<file path="config.mk">
export PLATFORM = sky130hd
export DESIGN_NAME = ocdxal_decoder
export DESIGN_NICKNAME = d
export VERILOG_FILES = /design/src/rtl/ocdxal_pkg.sv /design/src/rtl/ocdxal_first_byte.sv /design/src/rtl/ocdxal_decoder.sv
export SDC_FILE = /design/constraint.sdc
export NUM_CORES = 1
export LEC_CHECK = 0
export BUFFER_PORTS_ARGS = -buffer_cell sky130_fd_sc_hd__buf_2
export CAP_MARGIN = 20
export CORE_MARGIN = 8
export CORE_UTILIZATION = 45
export CTS_BUF_LIST = sky130_fd_sc_hd__clkbuf_8
export CTS_CLUSTER_SIZE = 16
export DETAILED_ROUTE_END_ITERATION = 10
export MAX_ROUTING_LAYER = met4
export PLACE_DENSITY = 0.66
export SETUP_SLACK_MARGIN = 0.2
export SYNTH_ARGS = -nofsm -noshare
export SYNTH_HDL_FRONTEND = slang
export SYNTH_SLANG_ARGS = --single-unit
</file>
<file path="constraint.sdc">
create_clock -name ref_clk -period 2.1 [get_ports ref_clk]
set_input_delay 0.105 -clock ref_clk [delete_from_list [all_inputs] [get_ports ref_clk]]
set_output_delay 0.105 -clock ref_clk [all_outputs]
set_load 0.05 [all_outputs]
</file>
<file path="src/rtl/ocdxal_pkg.sv">
// package for the opcode decoder: operation codes, opcode patterns, carriers
// assumes a byte-wide instruction stream from the prefetch queue
package ocdxal_pkg;

   // first-byte patterns, then the constant byte of the adjust forms
   localparam logic [7:0] OP_SEG_TO_RM = 8'h8C;
   localparam logic [7:0] OP_EFF_OFFSET = 8'h8D;
   localparam logic [7:0] OP_RM_TO_SEG = 8'h8E;
   localparam logic [7:0] OP_STACK_LOAD = 8'h8F;
   localparam logic [7:0] OP_BYTE_TO_WORD = 8'h98;
   localparam logic [7:0] OP_WORD_TO_DBL = 8'h99;
   localparam logic [7:0] OP_HIGH_TO_FLAGS = 8'h9E;
   localparam logic [7:0] OP_FLAGS_TO_HIGH = 8'h9F;
   localparam logic [7:0] OP_PTR_EXTRA = 8'hC4;
   localparam logic [7:0] OP_PTR_DATA = 8'hC5;
   localparam logic [7:0] OP_ASCII_PROD = 8'hD4;
   localparam logic [7:0] OP_ASCII_QUOT = 8'hD5;
   localparam logic [7:0] OP_TABLE_LOOKUP = 8'hD7;
   localparam logic [7:0] OP_STACK_STORE = 8'hFF;
   localparam logic [7:0] OP_BCD_SUM = 8'h27;
   localparam logic [7:0] OP_BCD_DIFF = 8'h2F;
   localparam logic [7:0] OP_ASCII_SUM = 8'h37;
   localparam logic [7:0] OP_ASCII_DIFF = 8'h3F;
   localparam logic [7:0] ASCII_ADJ_BASE = 8'h0A;
   // six-bit and seven-bit group prefixes
   localparam logic [5:0] GRP_SUM_CARRY_REG = 6'h04;
   localparam logic [5:0] GRP_DIFF_REG = 6'h0A;
   localparam logic [5:0] GRP_DIFF_BORROW_REG = 6'h06;
   localparam logic [5:0] GRP_IMM = 6'h20;
   localparam logic [5:0] GRP_SHIFT = 6'h34;
   localparam logic [6:0] GRP_SUM_CARRY_ACC = 7'h0A;
   localparam logic [6:0] GRP_DIFF_BORROW_ACC = 7'h0E;
   localparam logic [6:0] GRP_UNARY = 7'h7B;
   // sub-opcodes
   localparam logic [2:0] SUB_0 = 3'h0;
   localparam logic [2:0] SUB_1 = 3'h1;
   localparam logic [2:0] SUB_2 = 3'h2;
   localparam logic [2:0] SUB_3 = 3'h3;
   localparam logic [2:0] SUB_4 = 3'h4;
   localparam logic [2:0] SUB_5 = 3'h5;
   localparam logic [2:0] SUB_6 = 3'h6;
   localparam logic [2:0] SUB_7 = 3'h7;

   typedef enum logic [5:0] {
      OPR_NONE, OPR_MOVE_TO_SEG, OPR_MOVE_FROM_SEG, OPR_TABLE_LOOKUP_BYTE,
      OPR_EFFECTIVE_OFFSET_LOAD, OPR_POINTER_LOAD_DATASEG, OPR_POINTER_LOAD_EXTRASEG,
      OPR_FLAGS_TO_HIGH_BYTE, OPR_HIGH_BYTE_TO_FLAGS, OPR_SUM_WITH_CARRY,
      OPR_ASCII_SUM_FIX, OPR_BCD_SUM_FIX, OPR_DIFFERENCE, OPR_DIFFERENCE_WITH_BORROW,
      OPR_ASCII_DIFFERENCE_FIX, OPR_BCD_DIFFERENCE_FIX, OPR_UNSIGNED_PRODUCT,
      OPR_SIGNED_PRODUCT, OPR_UNSIGNED_QUOTIENT, OPR_SIGNED_QUOTIENT, OPR_SIGN_CHANGE,
      OPR_INVERT, OPR_ASCII_PRODUCT_FIX, OPR_ASCII_QUOTIENT_PREP, OPR_BYTE_TO_WORD_EXTEND,
      OPR_WORD_TO_DOUBLE_EXTEND, OPR_LEFT_SHIFT, OPR_LOGICAL_RIGHT_SHIFT,
      OPR_SIGNED_RIGHT_SHIFT, OPR_CYCLIC_LEFT, OPR_CYCLIC_RIGHT, OPR_CARRY_CYCLIC_LEFT,
      OPR_STACK_STORE, OPR_STACK_LOAD
   } ocdxal_op_t;

   // first-byte classification result
   typedef struct packed {
      logic known;
      logic needs_modrm;
      logic needs_second_const;
      logic [1:0] imm_kind;
      ocdxal_op_t op;
   } ocdxal_class_t;

   localparam logic [1:0] IMM_NONE = 2'h0;
   localparam logic [1:0] IMM_BY_W = 2'h1;
   localparam logic [1:0] IMM_BY_SW = 2'h2;

   // decoded instruction handed to the datapath
   typedef struct packed {
      ocdxal_op_t op;
      logic word_size;
      logic to_reg;
      logic sign_ext;
      logic count_in_reg;
      logic [1:0] addressing_kind;
      logic [2:0] gpr_index;
      logic [2:0] operand_field;
      logic [15:0] immediate;
   } ocdxal_decoded_t;

endpackage

</file>
<file path="src/rtl/ocdxal_first_byte.sv">
// combinational classification of a first opcode byte
// assumes the caller resolves sub-opcode groups once the addressing byte arrives
`timescale 1ns/1ps
module ocdxal_first_byte
   import ocdxal_pkg::*;
(
   // opcode in
   input wire logic [7:0] opcode,
   // class out
   output ocdxal_class_t cls
);

   always_comb
   begin
      cls = '{known: 1'b1, needs_modrm: 1'b0, needs_second_const: 1'b0,
              imm_kind: IMM_NONE, op: OPR_NONE};
      case (opcode)
         OP_RM_TO_SEG: cls.op = OPR_MOVE_TO_SEG;
         OP_SEG_TO_RM: cls.op = OPR_MOVE_FROM_SEG;
         OP_TABLE_LOOKUP: cls.op = OPR_TABLE_LOOKUP_BYTE;
         OP_EFF_OFFSET: cls.op = OPR_EFFECTIVE_OFFSET_LOAD;
         OP_PTR_DATA: cls.op = OPR_POINTER_LOAD_DATASEG;
         OP_PTR_EXTRA: cls.op = OPR_POINTER_LOAD_EXTRASEG;
         OP_FLAGS_TO_HIGH: cls.op = OPR_FLAGS_TO_HIGH_BYTE;
         OP_HIGH_TO_FLAGS: cls.op = OPR_HIGH_BYTE_TO_FLAGS;
         OP_ASCII_SUM: cls.op = OPR_ASCII_SUM_FIX;
         OP_BCD_SUM: cls.op = OPR_BCD_SUM_FIX;
         OP_ASCII_DIFF: cls.op = OPR_ASCII_DIFFERENCE_FIX;
         OP_BCD_DIFF: cls.op = OPR_BCD_DIFFERENCE_FIX;
         OP_ASCII_PROD: cls.op = OPR_ASCII_PRODUCT_FIX;
         OP_ASCII_QUOT: cls.op = OPR_ASCII_QUOTIENT_PREP;
         OP_BYTE_TO_WORD: cls.op = OPR_BYTE_TO_WORD_EXTEND;
         OP_WORD_TO_DBL: cls.op = OPR_WORD_TO_DOUBLE_EXTEND;
         OP_STACK_STORE: cls.op = OPR_STACK_STORE;
         OP_STACK_LOAD: cls.op = OPR_STACK_LOAD;
         default:
         begin
            if (opcode[7:2] == GRP_SUM_CARRY_REG)
               cls.op = OPR_SUM_WITH_CARRY;
            else if (opcode[7:2] == GRP_DIFF_REG)
               cls.op = OPR_DIFFERENCE;
            else if (opcode[7:2] == GRP_DIFF_BORROW_REG)
               cls.op = OPR_DIFFERENCE_WITH_BORROW;
            else if (opcode[7:2] == GRP_IMM)
               cls.imm_kind = IMM_BY_SW;
            else if (opcode[7:2] == GRP_SHIFT)
               cls.op = OPR_NONE;
            else if (opcode[7:1] == GRP_UNARY)
               cls.op = OPR_NONE;
            else if (opcode[7:1] == GRP_SUM_CARRY_ACC)
            begin
               cls.op = OPR_SUM_WITH_CARRY;
               cls.imm_kind = IMM_BY_W;
            end
            else if (opcode[7:1] == GRP_DIFF_BORROW_ACC)
            begin
               cls.op = OPR_DIFFERENCE_WITH_BORROW;
               cls.imm_kind = IMM_BY_W;
            end
            else
               cls.known = 1'b0;
         end
      endcase
      // addressing byte follows every recognised opcode but accumulator forms, single-byte ops and the two adjust forms that take a constant byte
      cls.needs_modrm = cls.known && cls.imm_kind != IMM_BY_W &&
         !(opcode inside {OP_TABLE_LOOKUP, OP_FLAGS_TO_HIGH, OP_HIGH_TO_FLAGS,
                          OP_ASCII_SUM, OP_BCD_SUM, OP_ASCII_DIFF, OP_BCD_DIFF,
                          OP_BYTE_TO_WORD, OP_WORD_TO_DBL, OP_ASCII_PROD,
                          OP_ASCII_QUOT});
      cls.needs_second_const = opcode == OP_ASCII_PROD || opcode == OP_ASCII_QUOT;
   end

endmodule

</file>
<file path="src/rtl/ocdxal_decoder.sv">
// opcode decoder for transfer, arithmetic and shift/rotate groups
// assumes bytes arrive in order on a valid/ready stream from the prefetch queue
`timescale 1ns/1ps
module ocdxal_decoder
   import ocdxal_pkg::*;
(
   // clock and reset
   input wire logic ref_clk,
   input wire logic rst,
   // byte stream from the prefetch queue
   input wire logic [7:0] in_byte,
   input wire logic in_valid,
   output logic in_ready,
   // decoded instruction to the datapath
   output ocdxal_decoded_t dec,
   output logic dec_valid,
   input wire logic dec_ready,
   output logic dec_illegal
);

   typedef enum logic [2:0] {ST_OPCODE, ST_MODRM, ST_CONST, ST_IMM_LO, ST_IMM_HI, ST_OUT}
      ocdxal_state_t;

   ocdxal_state_t state;
   ocdxal_class_t cls;
   ocdxal_class_t held_cls;
   logic [7:0] opcode;
   logic [7:0] modrm;
   logic [7:0] imm_lo;
   logic [7:0] imm_hi;
   logic illegal;
   logic take;
   logic group_ok;
   ocdxal_op_t group_op;

   // number of data bytes for an immediate class
   function automatic logic [1:0] imm_bytes(input logic [1:0] kind, input logic [7:0] op);
      begin
         if (kind == IMM_BY_W)
            imm_bytes = op[0] ? 2'h2 : 2'h1;
         else if (kind == IMM_BY_SW)
            imm_bytes = (op[1:0] == 2'b01) ? 2'h2 : 2'h1;
         else
            imm_bytes = 2'h0;
      end
   endfunction

   ocdxal_first_byte ocdxal_first_byte_inst (
      .opcode(in_byte),
      .cls(cls)
   );

   assign in_ready = state != ST_OUT;
   assign take = in_valid && in_ready;
   assign dec_valid = state == ST_OUT;

   // sub-opcode resolution of shared groups
   always_comb
   begin
      group_op = held_cls.op;
      group_ok = 1'b1;
      if (opcode[7:2] == GRP_IMM)
      begin
         case (in_byte[5:3])
            SUB_2: group_op = OPR_SUM_WITH_CARRY;
            SUB_3: group_op = OPR_DIFFERENCE_WITH_BORROW;
            default: group_ok = 1'b0;
         endcase
      end
      else if (opcode[7:1] == GRP_UNARY)
      begin
         case (in_byte[5:3])
            SUB_4: group_op = OPR_UNSIGNED_PRODUCT;
            SUB_5: group_op = OPR_SIGNED_PRODUCT;
            SUB_6: group_op = OPR_UNSIGNED_QUOTIENT;
            SUB_7: group_op = OPR_SIGNED_QUOTIENT;
            SUB_3: group_op = OPR_SIGN_CHANGE;
            SUB_2: group_op = OPR_INVERT;
            default: group_ok = 1'b0;
         endcase
      end
      else if (opcode[7:2] == GRP_SHIFT)
      begin
         case (in_byte[5:3])
            SUB_4: group_op = OPR_LEFT_SHIFT;
            SUB_5: group_op = OPR_LOGICAL_RIGHT_SHIFT;
            SUB_7: group_op = OPR_SIGNED_RIGHT_SHIFT;
            SUB_0: group_op = OPR_CYCLIC_LEFT;
            SUB_1: group_op = OPR_CYCLIC_RIGHT;
            SUB_2: group_op = OPR_CARRY_CYCLIC_LEFT;
            default: group_ok = 1'b0;
         endcase
      end
      else if (opcode == OP_STACK_STORE)
         group_ok = in_byte[5:3] == SUB_6;
      else if (opcode == OP_STACK_LOAD)
         group_ok = in_byte[5:3] == SUB_0;
      else if (opcode == OP_RM_TO_SEG || opcode == OP_SEG_TO_RM)
         group_ok = !in_byte[5];
   end

   // byte sequencing
   always_ff @(posedge ref_clk)
   begin
      if (rst)
         state <= ST_OPCODE;
      else
      begin
         case (state)
            ST_OPCODE:
               if (take)
               begin
                  if (!cls.known)
                     state <= ST_OUT;
                  else if (cls.needs_second_const)
                     state <= ST_CONST;
                  else if (cls.needs_modrm)
                     state <= ST_MODRM;
                  else if (imm_bytes(cls.imm_kind, in_byte) != 2'h0)
                     state <= ST_IMM_LO;
                  else
                     state <= ST_OUT;
               end
            ST_MODRM:
               if (take)
               begin
                  if (group_ok && imm_bytes(held_cls.imm_kind, opcode) != 2'h0)
                     state <= ST_IMM_LO;
                  else
                     state <= ST_OUT;
               end
            ST_CONST:
               if (take)
                  state <= ST_OUT;
            ST_IMM_LO:
               if (take)
                  state <= (imm_bytes(held_cls.imm_kind, opcode) == 2'h2) ? ST_IMM_HI : ST_OUT;
            ST_IMM_HI:
               if (take)
                  state <= ST_OUT;
            ST_OUT:
               if (dec_ready)
                  state <= ST_OPCODE;
            default:
               state <= ST_OPCODE;
         endcase
      end
   end

   // captured bytes and decode outcome
   always_ff @(posedge ref_clk)
   begin
      if (rst)
      begin
         opcode <= 8'h00;
         modrm <= 8'h00;
         imm_lo <= 8'h00;
         imm_hi <= 8'h00;
         illegal <= 1'b0;
         held_cls <= '{known: 1'b0, needs_modrm: 1'b0, needs_second_const: 1'b0,
                       imm_kind: IMM_NONE, op: OPR_NONE};
      end
      else if (take)
      begin
         case (state)
            ST_OPCODE:
            begin
               opcode <= in_byte;
               held_cls <= cls;
               modrm <= 8'h00;
               imm_lo <= 8'h00;
               imm_hi <= 8'h00;
               illegal <= !cls.known;
            end
            ST_MODRM:
            begin
               modrm <= in_byte;
               held_cls.op <= group_ok ? group_op : OPR_NONE;
               illegal <= !group_ok;
            end
            ST_CONST:
               if (in_byte != ASCII_ADJ_BASE)
               begin
                  // not a recognised adjust form
                  held_cls.op <= OPR_NONE;
                  illegal <= 1'b1;
               end
            ST_IMM_LO:
               imm_lo <= in_byte;
            ST_IMM_HI:
               imm_hi <= in_byte;
            default:
               illegal <= illegal;
         endcase
      end
   end

   // decoded fields; sign extension of a short immediate left to the datapath
   always_comb
   begin
      dec.op = held_cls.op;
      dec.word_size = opcode[0];
      dec.to_reg = opcode[1];
      dec.sign_ext = opcode[1];
      dec.count_in_reg = opcode[1];
      dec.addressing_kind = modrm[7:6];
      dec.gpr_index = modrm[5:3];
      dec.operand_field = modrm[2:0];
      dec.immediate = {imm_hi, imm_lo};
      dec_illegal = illegal && dec_valid;
   end

endmodule

</file>
==> results by group <==
Run status
  • Outcome: completed

Global routing
  • Gr usage total: 19.82%
  • Vias in the first global route: 2889
  • Total grt overflow: 0
  • Global-route wire length before repair: 14280 um
  • Largest net degree at the start of global routing: 34
  • Antenna violations before repair: 0

Floorplan
  • Die X-Extent: 96.01 um
  • Die height: 96.01 um
  • # IOs: 49
  • Core footprint: 6277 um^2
  • Row count: 29
  • Initial core utilization: 45.88%
  • Die footprint: 9217 um^2

Final layout
  • # diodes: 0
  • Final #Nets: 449
  • Share of cells above drive strength 1: a little over a quarter
  • Fin util: 54.18%
  • Area delta synth->final: 18.07%

Clock network
  • CTS buffer count: 5
  • H-tree levels: 2
  • # clock sinks: 44
  • Clk buf depth: 2
  • Cts hold-fix bufs: 0
  • CTS tree: built
  • CTS clock-pin slew for the worst setup and hold paths: 0.09 ns
  • Clk Latency, worst-skew pair: approximately 0.30 ns
  • CTS root buffer: clkbuf_8

STA
  • Final Hold Slack: 0.1483 ns
  • Skew final: approximately 0.0055 ns
  • RSZ-0062 raised after global routing: yes
  • Fmax: 0.5275 GHz
  • Final worst-path cycle share: 90.28%
  • Slew margin rel.: between 50 and 60%
  • Final hold violation count: 0
  • Final Max Tran Viols: 0
  • Post-layout min period: about 1.9 ns
  • Setup violators final: 0
  • Slew @ Worst Pin: 0.6404 ns
  • Setup TNS: 0 ns

Route
  • Via/cell ratio: 5.963
  • Final wirelength: 8925 um
  • Remaining DRCs: 0
  • Avg WL per Cell: 17.36 um
  • First-pass DRT Iterations: 5
  • Vias: 3065
  • ANT nets after route: 0
  • Starting DRT DRC Count: 370

Setup path
  • Critical Path End Type: register
  • Data arrival time of the worst path: 2.10 ns
  • R2r startpoint: opcode[5]
  • FF-to-FF End: dec[29]
  • CP endpoint: dec[29]
  • Max incr delay on CP: around 0.41 ns
  • Critical path class: reg -> reg
  • FF-to-FF setup slack: 0.20 ns
  • Critical path origin: opcode[5]
  • R2R depth: 7
  • CP max FO: 4
  • Worst Setup Start Kind: register
  • Slowest CP cell: or3_4
  • Critical-path cell list: or3_4, o2111ai_4, a22oi_2, a41oi_4, buf_6, nor2_1, a311oi_1
  • Required time worst endpoint: 2.31 ns

Logic synthesis
  • Primary FF master, synth: dfxtp_1
  • Syn avg cell area: 7.348 um^2
  • Syn_nets: ~400
  • Post-Synthesis Cells: a little under 400
  • Sequential area share after synthesis: 30.58%
  • Yosys warning count: 0
  • Async S/R FF share, synth: 0%
  • Unique masters post-synth: 69
  • #FFs+latches synth: 44
  • Mapped Area: 2880 um^2
  • EDFF count, synth: 0

Power
  • PwrDens: 650.6 nW/um^2
  • VDD IR max: about 0.35 mV
  • Leakage power: 1.352 nW

Worst hold path
  • Worst hold-check path type: in -> reg

Place
  • I/O Buffers: 48
  • Routability cong.: about 0.98
  • Post-DP HPWL: about 6200 um

Job
  • Max_cap viols: 0
-- cells in the mapped netlist, types with 4 or more instances --
master	instances	area [um^2]
clkbuf_1	13	48.80
dfxtp_1	44	880.8
nand2_1	56	210.2
buf_4	13	97.59
o21ai_0	9	45.04
a31oi_1	4	25.02
nor3_1	10	50.05
o22ai_1	4	25.02
nand3_1	29	145.1
buf_2	15	75.07
inv_1	7	26.28
nand4_1	7	43.79
nor2_1	36	135.1
nand3b_1	4	30.03
a21oi_1	40	200.2
a22oi_1	9	67.56
and3_1	5	31.28
nand2b_1	4	25.02
nor2b_1	9	56.30
-- cell usage in the layout, fill, tap and decap left out, types with 4 or more instances in the layout --
cell type  netlist  layout
and3_1           5       5
a31oi_1          4       4
nor2b_1          9       9
nor3_1          10      10
o21ai_0          9       9
nand2_1         56      56
nor2_1          36      36
nand4_1          7       7
dfxtp_2          0       5
buf_2           15      48
buf_4           13      31
nand3_1         29      29
nand3b_1         4       4
a22oi_1          9       8
o22ai_1          4       4
dfxtp_1         44      37
a21oi_1         40      39
clkbuf_8         0       5
inv_1            7       7
nand2b_1         4       4
-- kinds of logic after synthesis --
logic type             Yosys count  synth area share [%]
buffers and inverters           52                 9.557
AO/OA/AOI/OAI                   97                 22.59
flip-flops                      44                 30.58
AND/OR/NAND/NOR                193                 35.27
multiplexers                     3                 1.086
XOR/XNOR                         3                0.9124
-- worst max-delay path, delay by kind of cell, from the launching register on --
kind	cells	cell delay, ns
flip-flops	1	0.35
buffers and inverters	1	0.14
AND/OR/NAND/NOR	2	0.44
AO/OA/AOI/OAI	4	0.88
-- sequential cells by signal (all words and copies together) (netlist names) --
register / count
held_cls: 2
state: 3
opcode: 8
imm_lo: 8
modrm: 8
imm_hi: 8
dec: 6
illegal: 1
-- routing by layer --
metal  up-vias  share of wire, %  routed length [um]  global-route usage (%)
met2       132                46                4092                   29.80
met5         -                 0                   0                       -
met1      1437                47                4175                   26.53
li1       1484                 -                   -                       -
met4         0               1.3                 114                   6.786
met3        12               6.1                 542                   2.652
-- report_power, final --
part	leakage (nW)	internal, W	total (W)	switching, W
registers	0.361	0.000887	0.000932	0.0000449
logic	0.950	0.000260	0.000749	0.000489
clock network	0.0400	0.000226	0.000531	0.000305
total	1.35	0.00137	0.00221	0.000839
-- metrics by stage --
step	cell area, um^2	instances	setup WS (ns)	power, W
CTS	3332	513	0.2047	0.002178
global route	3401	514	0.1377	0.002314
finish	3401	514	0.2041	0.002212
floorplan	2880	392	0.3267	0.001469
detailed placement	3198	501	0.1329	0.001633
global placement	3198	501	0.1878	0.001627
-- worst min path at each step --
stage / startpoint / slack (ns) / to / cells past startpoint
floorplan: rst / 0.32 / dec[28] / 2
global placement: imm_hi[5] / 0.44 / imm_hi[5] / 2
finish: in_valid / 0.15 / state[1] / 3
global route: in_valid / 0.17 / state[1] / 3
detailed placement: imm_hi[6] / 0.44 / imm_hi[6] / 2
CTS: in_valid / 0.14 / state[1] / 3
-- final cells by class --
class	count	area [um^2]
multi-input cells	296	1775
flip-flops and latches	44	894.6
clock buffers	5	68.82
inverters	7	26.28
fillers	605	2877
repair buffers	83	526.8
well taps	77	96.34
clock inverters	2	12.51
-- timing repair --
action | in CTS | in global routing
setup buffers | 5 | 1
setup endpoints to repair | 4 | 8
resized for setup | 4 | 17
endpoints found under the hold margin | 0 | 0
pin swaps | 1 | 6
cloned | 0 | 0
(Power assumes the default switching activity.)
